### src/common/ostt_pkg.sv
// Package: register map, fields, reset values and states of the tick timer
package ostt_pkg;

    // Printed register indices; byte address is four times the index
    localparam logic [11:0] OSTT_IDX_IRQ_CTRL   = 12'h055;
    localparam logic [11:0] OSTT_IDX_START      = 12'h380;
    localparam logic [11:0] OSTT_IDX_RELOAD     = 12'h386;
    localparam logic [11:0] OSTT_IDX_MODE       = 12'h396;
    localparam logic [11:0] OSTT_IDX_EV_STATUS  = 12'h3a0;
    localparam logic [11:0] OSTT_IDX_EV_MASK    = 12'h3a1;

    // Field positions
    localparam int OSTT_START_CH0_BIT  = 0;
    localparam int OSTT_IC_LEVEL_LSB   = 0;
    localparam int OSTT_IC_LEVEL_W     = 3;
    localparam int OSTT_IC_REQ_BIT     = 3;
    localparam int OSTT_MODE_OP_LSB    = 0;
    localparam int OSTT_MODE_PULSE_BIT = 2;
    localparam int OSTT_MODE_GATE_LSB  = 3;
    localparam int OSTT_MODE_SRC_LSB   = 6;
    localparam int OSTT_EV_UNDER_BIT   = 0;

    // Field encodings
    localparam logic [1:0] OSTT_OP_TIMER     = 2'h0;
    localparam logic [1:0] OSTT_SRC_DIV1     = 2'h0;
    localparam logic [1:0] OSTT_SRC_DIV8     = 2'h1;
    localparam logic [1:0] OSTT_SRC_DIV32    = 2'h2;
    localparam logic [1:0] OSTT_SRC_SUB_DIV32 = 2'h3;

    // Divider counts
    localparam logic [4:0] OSTT_DIV8_LAST  = 5'h07;
    localparam logic [4:0] OSTT_DIV32_LAST = 5'h1f;

    // Reset values
    localparam logic [7:0]  OSTT_RST_IRQ_CTRL = 8'h00;
    localparam logic [7:0]  OSTT_RST_START    = 8'h00;
    localparam logic [15:0] OSTT_RST_RELOAD   = 16'h0000;
    localparam logic [7:0]  OSTT_RST_MODE     = 8'h00;
    localparam logic [7:0]  OSTT_RST_EV_STAT  = 8'h00;
    localparam logic [7:0]  OSTT_RST_EV_MASK  = 8'h00;

    typedef enum logic [1:0] {
        OSTT_BUS_IDLE,
        OSTT_BUS_WRITE,
        OSTT_BUS_READ_WAIT,
        OSTT_BUS_READ_DONE
    } ostt_bus_e;

endpackage

### src/core/ostt_counter.sv
// Count-source dividers and 16-bit reloading down counter
module ostt_counter
    import ostt_pkg::*;
(
    input  wire logic        hclk,
    input  wire logic        hresetn,
    input  wire logic        run,
    input  wire logic [1:0]  source_sel,
    input  wire logic        subclock_tick,
    input  wire logic        load_we,
    input  wire logic [15:0] load_value,
    output logic [15:0]      count,
    output logic             underflow
);

    logic [4:0]  hdiv_reg;
    logic [4:0]  sdiv_reg;
    logic [15:0] reload_reg;
    logic        tick;

    // Free-running divider of hclk
    always_ff @(posedge hclk or negedge hresetn)
    begin
        if (!hresetn)
            hdiv_reg <= 5'h00;
        else
            hdiv_reg <= hdiv_reg + 5'h01;
    end

    // Divide the sub-clock tick by 32
    always_ff @(posedge hclk or negedge hresetn)
    begin
        if (!hresetn)
            sdiv_reg <= 5'h00;
        else if (subclock_tick)
            sdiv_reg <= sdiv_reg + 5'h01;
    end

    always_comb
    begin
        case (source_sel)
            OSTT_SRC_DIV1:  tick = 1'b1;
            OSTT_SRC_DIV8:  tick = (hdiv_reg[2:0] == OSTT_DIV8_LAST[2:0]);
            OSTT_SRC_DIV32: tick = (hdiv_reg == OSTT_DIV32_LAST);
            default:        tick = subclock_tick
                                   && (sdiv_reg == OSTT_DIV32_LAST);
        endcase
    end

    always_ff @(posedge hclk or negedge hresetn)
    begin
        if (!hresetn)
            reload_reg <= OSTT_RST_RELOAD;
        else if (load_we)
            reload_reg <= load_value;
    end

    // Stopped: a write loads the counter too; running: next underflow
    always_ff @(posedge hclk or negedge hresetn)
    begin
        if (!hresetn)
            count <= OSTT_RST_RELOAD;
        else if (!run)
        begin
            if (load_we)
                count <= load_value;
        end
        else if (tick)
        begin
            if (count == 16'h0000)
                count <= reload_reg;
            else
                count <= count - 16'h0001;
        end
    end

    assign underflow = run && tick && (count == 16'h0000);

endmodule

### src/core/ostt_top.sv
// One-second tick timer with AHB-Lite register slave and interrupt
module ostt_top
    import ostt_pkg::*;
(
    input  wire logic        hclk,
    input  wire logic        hresetn,
    input  wire logic        hsel,
    input  wire logic [31:0] haddr,
    input  wire logic [1:0]  htrans,
    input  wire logic        hwrite,
    input  wire logic [2:0]  hsize,
    input  wire logic [31:0] hwdata,
    input  wire logic        hready,
    output logic             hreadyout,
    output logic             hresp,
    output logic [31:0]      hrdata,
    input  wire logic        subclock_tick,
    output logic             irq
);

    ostt_bus_e   bus_reg;
    logic [11:0] addr_reg;
    logic [31:0] hrdata_reg;
    logic [2:0]  level_reg;
    logic        req_flag_reg;
    logic [7:0]  ctrl_word;
    logic [7:0]  start_reg;
    logic [7:0]  mode_reg;
    logic [7:0]  ev_stat_reg;
    logic [7:0]  ev_mask_reg;
    logic [15:0] count;
    logic        underflow;
    logic        accept;
    logic        wr_en;
    logic        run;
    logic [31:0] read_word;
    logic        op_timer;
    logic [1:0]  source_sel;
    logic        we_ctrl;
    logic        we_start;
    logic        we_reload;
    logic        we_mode;
    logic        we_stat;
    logic        we_mask;

    function automatic logic hit(input logic [11:0] a,
                                 input logic [11:0] idx);
        hit = (a == idx);
    endfunction

    // Address phase taken when selected, active and bus ready
    assign accept = hsel && htrans[1] && hready;
    assign wr_en  = (bus_reg == OSTT_BUS_WRITE);

    // Per-register write strobes of the data phase
    assign we_ctrl   = wr_en && hit(addr_reg, OSTT_IDX_IRQ_CTRL);
    assign we_start  = wr_en && hit(addr_reg, OSTT_IDX_START);
    assign we_reload = wr_en && hit(addr_reg, OSTT_IDX_RELOAD);
    assign we_mode   = wr_en && hit(addr_reg, OSTT_IDX_MODE);
    assign we_stat   = wr_en && hit(addr_reg, OSTT_IDX_EV_STATUS);
    assign we_mask   = wr_en && hit(addr_reg, OSTT_IDX_EV_MASK);

    // Reads take one wait state so read data comes from a flip-flop
    always_ff @(posedge hclk or negedge hresetn)
    begin
        if (!hresetn)
            bus_reg <= OSTT_BUS_IDLE;
        else
        begin
            case (bus_reg)
                OSTT_BUS_READ_WAIT:
                    bus_reg <= OSTT_BUS_READ_DONE;
                OSTT_BUS_IDLE,
                OSTT_BUS_WRITE,
                OSTT_BUS_READ_DONE:
                begin
                    if (accept && hwrite)
                        bus_reg <= OSTT_BUS_WRITE;
                    else if (accept)
                        bus_reg <= OSTT_BUS_READ_WAIT;
                    else
                        bus_reg <= OSTT_BUS_IDLE;
                end
                default:
                    bus_reg <= OSTT_BUS_IDLE;
            endcase
        end
    end

    always_ff @(posedge hclk or negedge hresetn)
    begin
        if (!hresetn)
            addr_reg <= 12'h000;
        else if (accept && bus_reg != OSTT_BUS_READ_WAIT)
            addr_reg <= haddr[13:2];
    end

    // Low only in the read wait cycle
    assign hreadyout = (bus_reg != OSTT_BUS_READ_WAIT);
    assign hresp     = 1'b0;

    always_comb
    begin
        read_word = 32'h0000_0000;
        if (hit(addr_reg, OSTT_IDX_IRQ_CTRL))
            read_word[7:0] = ctrl_word;
        else if (hit(addr_reg, OSTT_IDX_START))
            read_word[7:0] = start_reg;
        else if (hit(addr_reg, OSTT_IDX_RELOAD))
            read_word[15:0] = count;
        else if (hit(addr_reg, OSTT_IDX_MODE))
            read_word[7:0] = mode_reg;
        else if (hit(addr_reg, OSTT_IDX_EV_STATUS))
            read_word[7:0] = ev_stat_reg;
        else if (hit(addr_reg, OSTT_IDX_EV_MASK))
            read_word[7:0] = ev_mask_reg;
    end

    always_ff @(posedge hclk or negedge hresetn)
    begin
        if (!hresetn)
            hrdata_reg <= 32'h0000_0000;
        else if (bus_reg == OSTT_BUS_READ_WAIT)
            hrdata_reg <= read_word;
    end

    // Read data stands until the next read's wait cycle
    assign hrdata = hrdata_reg;

    always_ff @(posedge hclk or negedge hresetn)
    begin
        if (!hresetn)
            start_reg <= OSTT_RST_START;
        else if (we_start)
            start_reg <= hwdata[7:0];
    end

    always_ff @(posedge hclk or negedge hresetn)
    begin
        if (!hresetn)
            mode_reg <= OSTT_RST_MODE;
        else if (we_mode)
            mode_reg <= hwdata[7:0];
    end

    // Only timer mode counts; gate and pulse fields are stored only
    assign op_timer   = (mode_reg[OSTT_MODE_OP_LSB +: 2] == OSTT_OP_TIMER);
    assign source_sel = mode_reg[OSTT_MODE_SRC_LSB +: 2];
    assign run        = start_reg[OSTT_START_CH0_BIT] && op_timer;

    // Priority level is stored only; nothing here arbitrates it
    always_ff @(posedge hclk or negedge hresetn)
    begin
        if (!hresetn)
            level_reg <=
                OSTT_RST_IRQ_CTRL[OSTT_IC_LEVEL_LSB +: OSTT_IC_LEVEL_W];
        else if (we_ctrl)
            level_reg <= hwdata[OSTT_IC_LEVEL_LSB +: OSTT_IC_LEVEL_W];
    end

    // Request flag: an underflow wins over a software clear
    always_ff @(posedge hclk or negedge hresetn)
    begin
        if (!hresetn)
            req_flag_reg <= OSTT_RST_IRQ_CTRL[OSTT_IC_REQ_BIT];
        else if (underflow)
            req_flag_reg <= 1'b1;
        else if (we_ctrl)
            req_flag_reg <= hwdata[OSTT_IC_REQ_BIT];
    end

    // Upper control bits read as zero
    assign ctrl_word = {4'h0, req_flag_reg, level_reg};

    // Sticky event status, write one to clear, set wins
    always_ff @(posedge hclk or negedge hresetn)
    begin
        if (!hresetn)
            ev_stat_reg <= OSTT_RST_EV_STAT;
        else
        begin
            if (we_stat)
                ev_stat_reg <= ev_stat_reg & ~hwdata[7:0];
            if (underflow)
                ev_stat_reg[OSTT_EV_UNDER_BIT] <= 1'b1;
        end
    end

    always_ff @(posedge hclk or negedge hresetn)
    begin
        if (!hresetn)
            ev_mask_reg <= OSTT_RST_EV_MASK;
        else if (we_mask)
            ev_mask_reg <= hwdata[7:0];
    end

    assign irq = |(ev_stat_reg & ev_mask_reg);

    // Source field selects the count source; 11b is sub-clock/32
    ostt_counter u_counter
    (
        .hclk          (hclk),
        .hresetn       (hresetn),
        .run           (run),
        .source_sel    (source_sel),
        .subclock_tick (subclock_tick),
        .load_we       (we_reload),
        .load_value    (hwdata[15:0]),
        .count         (count),
        .underflow     (underflow)
    );

endmodule

### config.mk
export PLATFORM = sky130hd
export DESIGN_NAME = ostt_top
export DESIGN_NICKNAME = d
export VERILOG_FILES = /design/src/common/ostt_pkg.sv /design/src/core/ostt_counter.sv /design/src/core/ostt_top.sv
export SDC_FILE = /design/constraint.sdc
export NUM_CORES = 1
export LEC_CHECK = 0
export BUFFER_PORTS_ARGS = -buffer_cell sky130_fd_sc_hd__buf_2
export CORE_ASPECT_RATIO = 2
export CORE_MARGIN = 3
export CORE_UTILIZATION = 56
export DETAILED_ROUTE_END_ITERATION = 8
export PLACE_DENSITY = 0.86
export RECOVER_POWER = 50
export SLEW_MARGIN = 30
export SYNTH_ARGS = -nofsm -noshare
export SYNTH_HDL_FRONTEND = slang
export SYNTH_SLANG_ARGS = --single-unit
### constraint.sdc
create_clock -name hclk -period 5.8 [get_ports hclk]
set_clock_uncertainty 0.2 [all_clocks]
set_input_delay 1.74 -clock hclk [delete_from_list [all_inputs] [get_ports hclk]]
set_output_delay 1.74 -clock hclk [all_outputs]
set_load 0.02 [all_outputs]
==> impl_metrics.toml, run 1 <==
[outcome]
outcome = "finished, final reports clean"

[routing]
drtIter0Drc = 393
drtPass1Iterations = 7
drc = 0
antenna_left = 0
routed_wl_um = 14000
vias = 4461
viasPerCell = 6.28
wl_per_cell_um = 19.8

[timing]
drv_slew = 0
hold_viol = 0
timing.fmax_mhz = 281
fin_ws_ps = 2240
relSlewSlack_pct = 18.5
holdWs_ps = 246
worst_pin_slew_ps = 1220
final.min_clock_period_ps = 3560
fin_setup_tns_ps = 0
setup_violations = 0
rsz0062_at_grt = "no"
fin_crit_sh_pct = 61.3

[worst_setup_path]
endpoint_kind = "flip-flop"
crit_path_start_kind = "input pin"
critPathRequiredTime_ps = 5810
critical_path_class = "in -> reg"
cp_slowest_cell = "a311o_1"
cp_max_fo = 11
crit_path_max_incr_delay_ps = 560
cp_cell_sequence = "clkbuf_1 -> nand3_1 -> a311o_1 -> o31a_1 -> a2111oi_0 -> a211oi_1"
cp.arrival_ps = 3560

[die]
ios = 110
die_w_um = 76.9
die_h_um = 148
core_area_sq_mm = 0.00976
num_rows = 51
initial_core_util_pct = 57.6
die-area_sq_mm = 0.0114

[job]
maxCapViolCount = 0

[cells_and_area]
diodes = 0
drive_gt1_share_pct = 22.8
synthToLayoutAreaGrowth_pct = 10.1
fin_nets = 655
fillers = 788

[logic_synthesis]
synth_edf_count = 0
synthArstFlopShare_pct = 100
syn_area_sq_mm = 0.00562
synth-main-ff-cell = "dfrtp_1"
synth.area.top_cells = "dfrtp_1, mux2_2, nand2_1"
synthTopCellsByCount = "dfrtp_1, mux2_2, nand2_1"
syn_avg_cell_area_sq_um = 10.6
yosysTopAreaCell = "dfrtp_1"
ys_warn_count = 0
synth_top_area_share_pct = 48.1
yosysMostFrequentCell = "dfrtp_1"
ys_ff_latch = 108
ys_types = 66
netlist_instances = 533
synth-seq-area-share_pct = 48.1

[global_route]
track_usage_pct = 25.6
antenna_found_initial = 0
grt_pass1_vias = 4590
grt_overflow = 0
grt_pass1_wl_um = 22800
grt_max_degree = 64

[clocking]
cts_resized = 0
cts_max_level = 3
cts_max_path_buffers = 2
cts.sinks = 108
root_buffer = "clkbuf_16"
clk_latency_ps = 350
cts_made_buffers = 9
cts_setup_buffers = 0
path_clk_slew_ps = 80
cts_tree = "yes"
postCtsHoldBufs = 0

[place]
io_buffers = 52
place_ws_ps = 2110
place_congestion = 0.936
detailed_place_hpwl_um = 10200

[power_and_ir_drop]
powerDensity_mw_per_mm2 = 346
p_int_mw = 1.42
total_switching_power_mw = 0.724
power_frac_comb_pct = 22.2
cellLeakagePower_nw = 2.72
ir_drop_v = 0.000193
swShare_pct = 33.8
seq_power_share_pct = 46.1
p_clk_share_pct = 31.7
p_total_mw = 2.14

[min_path]
hold_path_class = "reg -> reg"
## power by group through the flow
stage	logic, mW	clock network (mW)	registers, mW
after global placement	0.446	0	0.988
after floorplan	0.363	0	0.952
final	0.475	0.679	0.988
after CTS	0.477	0.686	0.984
after global routing	0.522	0.712	1.00
after detailed placement	0.469	0	0.997
## kinds of logic after synthesis
| family | Yosys count | synth area share (%) |
|---|---|---|
| multiplexers | 62 | 12.3 |
| flip-flops | 108 | 48.1 |
| AND/OR/NAND/NOR | 165 | 16.4 |
| adder cells (fa/ha/maj) | 7 | 1.56 |
| XOR/XNOR | 12 | 1.87 |
| other | 1 | 0.0667 |
| AO/OA/AOI/OAI | 127 | 14.6 |
| buffers and inverters | 51 | 5.09 |
## final cells by class
cell class | count | area (sq um) | share of cell area (%)
Clock buffer | 9 | 225 | 3.64
Sequential cell | 108 | 2700 | 43.6
Timing Repair Buffer | 55 | 279 | 4.51
Inverter | 9 | 33.8 | 0.546
Multi-Input combinational cell | 390 | 2680 | 43.3
Tap cell | 132 | 165 | 2.67
Clock inverter | 7 | 106 | 1.72
## path summary, 6_finish.rpt
kind                                       start                       end  slack, ps  cells after the start
max                                subclock_tick       u_counter.count[10]       2240                      6
min                        u_counter.hdiv_reg[0]     u_counter.hdiv_reg[0]        250                      1
max reg2reg                          addr_reg[3]  u_counter.reload_reg[12]       2310                      4
min reg2reg                u_counter.hdiv_reg[0]     u_counter.hdiv_reg[0]        250                      1
max in group asynchronous                hresetn                hrdata[10]       3050                      2
min in group asynchronous                hresetn            ev_mask_reg[7]       1270                      1
## layout by cell type, fill, tap and decap left out, types with 4 or more instances in the layout
master and n:
a21boi_0 8, a21oi_1 22, a22oi_1 7, a311o_1 5, and2_1 4, and3_1 5, buf_2 46, buf_4 4
clkbuf_1 5, clkbuf_16 9, conb_1 17, dfrtp_1 108, ha_1 7, inv_1 9, mux2_2 56, mux2i_1 6
nand2_1 53, nand2b_1 4, nand3_1 20, nand4_1 11, nor2_1 26, nor3b_1 8, nor4_1 5, o211ai_1 4
o21ai_0 38, o21ai_1 9, o2bb2ai_1 5, o31ai_1 5, xnor2_1 9
## worst max-delay path: cells and delay by family
kind | cells | cell delay, ps
buffers and inverters | 1 | 230
AOI/OAI and AO/OA | 4 | 1420
and+or+nand+nor | 1 | 160
## per-layer routing
metal	part of all wire, %	up-vias	global-route usage, %
met5	0	-	0
met4	6.3	0	18.7
met3	5.4	73	4.09
met2	55	213	46.1
met1	34	2186	26.3
li1	-	1989	-
## per-stage QoR
stage                     instances  util (%)  instance area, sq um
final                           710      63.4                  6190
after global routing            710      63.4                  6190
after CTS                       710      63.7                  6220
after detailed placement        694      60.3                  5890
after global placement          694      60.3                  5890
after floorplan                 549         -                  5680
No activity file was read; power rests on OpenSTA's default activity.
==> run 2: changes to the inputs <==
--- a/config.mk
+++ b/config.mk
@@ -5,6 +5,7 @@
 export SDC_FILE = /design/constraint.sdc
 export NUM_CORES = 1
 export LEC_CHECK = 0
+export ABC_AREA = 1
 export BUFFER_PORTS_ARGS = -buffer_cell sky130_fd_sc_hd__buf_2
 export CORE_ASPECT_RATIO = 2
 export CORE_MARGIN = 3
==> constraint.sdc (replaced) <==
create_clock -name hclk -period 3.38 [get_ports hclk]
set_clock_uncertainty 0.2 [all_clocks]
set_input_delay 1.014 -clock hclk [delete_from_list [all_inputs] [get_ports hclk]]
set_output_delay 1.014 -clock hclk [all_outputs]
set_load 0.02 [all_outputs]
==> impl_metrics.toml, run 2 <==
[outcome]
outcome = "finished, final reports clean"

[logic_synthesis]
synthTopCellsByCount = "nand2_1, dfrtp_1, nor2_1"
yosysTopAreaCell = "dfrtp_1"
synth.area.top_cells = "dfrtp_1, nand2_1, nor2_1"
synth-seq-area-share_pct = 48.2
ys_ff_latch = 108
syn_area_sq_mm = 0.00561
ys_warn_count = 0
synth-main-ff-cell = "dfrtp_1"
yosysMostFrequentCell = "nand2_1"
synth_top_area_share_pct = 48.2
synth_edf_count = 0
netlist_instances = 697
synthArstFlopShare_pct = 100
ys_types = 41
syn_avg_cell_area_sq_um = 8.04

[worst_setup_path]
critical_path_class = "reg -> out"
crit_top_cell = "nand2_1"
crit_path_start_kind = "flip-flop"
cp_max_fo = 3
r2r_slack_ps = 830
cp_cell_sequence = "nand2_1 -> nand2_1 -> a221oi_1 -> nand2_1 -> buf_2"
endpoint_kind = "output port"
cp_slowest_cell = "dfrtp_1"
critPathRequiredTime_ps = 2170
cp.arrival_ps = 1430
crit_path_max_incr_delay_ps = 400

[clocking]
cts_max_level = 3
postCtsHoldBufs = 0
cts_tree = "yes"
clk_latency_ps = 360
cts.sinks = 108
cts_max_path_buffers = 2
cts_resized = 0
path_clk_slew_ps = 80
cts_made_buffers = 9
cts_setup_buffers = 0
root_buffer = "clkbuf_16"

[place]
place_ws_ps = 887
detailed_place_hpwl_um = 11100
place_congestion = 1.00
io_buffers = 52
place_area_sq_mm = 0.00594

[routing]
vias = 5032
wl_per_cell_um = 16.4
viasPerCell = 5.67
drtIter0Drc = 411
drc = 0
antenna_left = 0
routed_wl_um = 14600
drtPass1Iterations = 7

[cells_and_area]
fin_area_sq_mm = 0.00623
final_cell_mix = "nand2_1, dfrtp_1, nor2_1, inv_1, nand3_1"
diodes = 0
drive_gt1_share_pct = 13.6
fillers = 862
final_common_cell = "nand2_1"
fin_nets = 832
synthToLayoutAreaGrowth_pct = 11.1

[timing]
timing.fmax_mhz = 378
final.min_clock_period_ps = 2650
fin_crit_sh_pct = 78.3
holdWs_ps = 257
relSlewSlack_pct = 9.66
drv_slew = 0
fin_ws_ps = 733
worst_pin_slew_ps = 1360
setup_violations = 0
rsz0062_at_grt = "no"
hold_viol = 0
fin_setup_tns_ps = 0

[global_route]
grt_max_degree = 55
grt_overflow = 0
antenna_found_initial = 0
grt_pass1_vias = 4959
grt_pass1_wl_um = 23300
track_usage_pct = 26.5

[die]
initial_core_util_pct = 57.4
num_rows = 51
die-area_sq_mm = 0.0113
core_area_sq_mm = 0.00976
die_h_um = 148
ios = 110
die_w_um = 76.8

[job]
maxCapViolCount = 0

[power_and_ir_drop]
powerDensity_mw_per_mm2 = 461
ir_drop_v = 0.000393
swShare_pct = 29.9
total_switching_power_mw = 0.859
p_int_mw = 2.01
p_clk_share_pct = 36.8
seq_power_share_pct = 50.2
power_frac_comb_pct = 13.0
p_total_mw = 2.87
cellLeakagePower_nw = 3.14

[min_path]
hold_path_class = "reg -> reg"
[run 2: critical path: cells and delay by family (launching register included)]
family / cells / cell delay, ps
buffers and inverters: 1 / 170
flip-flops: 1 / 400
AND/OR/NAND/NOR: 3 / 270
AO/OA/AOI/OAI: 1 / 240
[run 2: logic make-up after synthesis]
logic type                 after synthesis  synth area share [%]
AOI/OAI and AO/OA                      118                  11.5
xor gates and xnor gates                 8                  1.25
adders and majority gates                7                  1.56
buffers and inverters                   95                  7.99
DFF                                    108                  48.2
muxes                                   10                  2.14
other                                    1                0.0669
and+or+nand+nor                        350                  27.3
[run 2: path summary, 6_finish.rpt]
path | startpoint | end | depth (start not counted)
min reg2reg | u_counter.hdiv_reg[0] | u_counter.hdiv_reg[0] | 1
min | u_counter.hdiv_reg[0] | u_counter.hdiv_reg[0] | 1
max in group asynchronous | hresetn | u_counter.reload_reg[5] | 2
max | ev_stat_reg[1] | irq | 5
max reg2reg | u_counter.count[10] | u_counter.count[14] | 8
min in group asynchronous | hresetn | addr_reg[8] | 1
[run 2: power groups by stage]
| stage | Sequential (mW) | Combinational (mW) | Clock, mW |
|---|---|---|---|
| after detailed placement | 1.47 | 0.376 | 0 |
| after global placement | 1.46 | 0.359 | 0 |
| after CTS | 1.44 | 0.379 | 1.07 |
| final | 1.44 | 0.374 | 1.06 |
| after floorplan | 1.45 | 0.267 | 0 |
| after global routing | 1.45 | 0.420 | 1.12 |
[run 2: routing by layer]
layer | wire length [um] | global-route usage, %
met2 | 7650 | 47.5
met4 | 1250 | 22.4
met3 | 803 | 3.78
met1 | 4890 | 26.3
met5 | 0 | 0
[run 2: layout make-up]
class | instances | area (sq um) | share of cell area (%)
multi-input combinational | 510 | 2520 | 40.4
sequential | 108 | 2700 | 43.4
clock buffer | 9 | 225 | 3.62
timing repair buffer | 59 | 309 | 4.96
inverter | 62 | 233 | 3.74
clock inverter | 7 | 77.6 | 1.25
tap | 132 | 165 | 2.65
[run 2: metrics by stage]
stage          utilization (%)  std cells
3_3_place_gp              60.9        871
3_5_place_dp              60.9        871
2_1_floorplan                -        713
4_1_cts                   64.0        887
5_1_grt                   63.8        887
6_report                  63.8        887
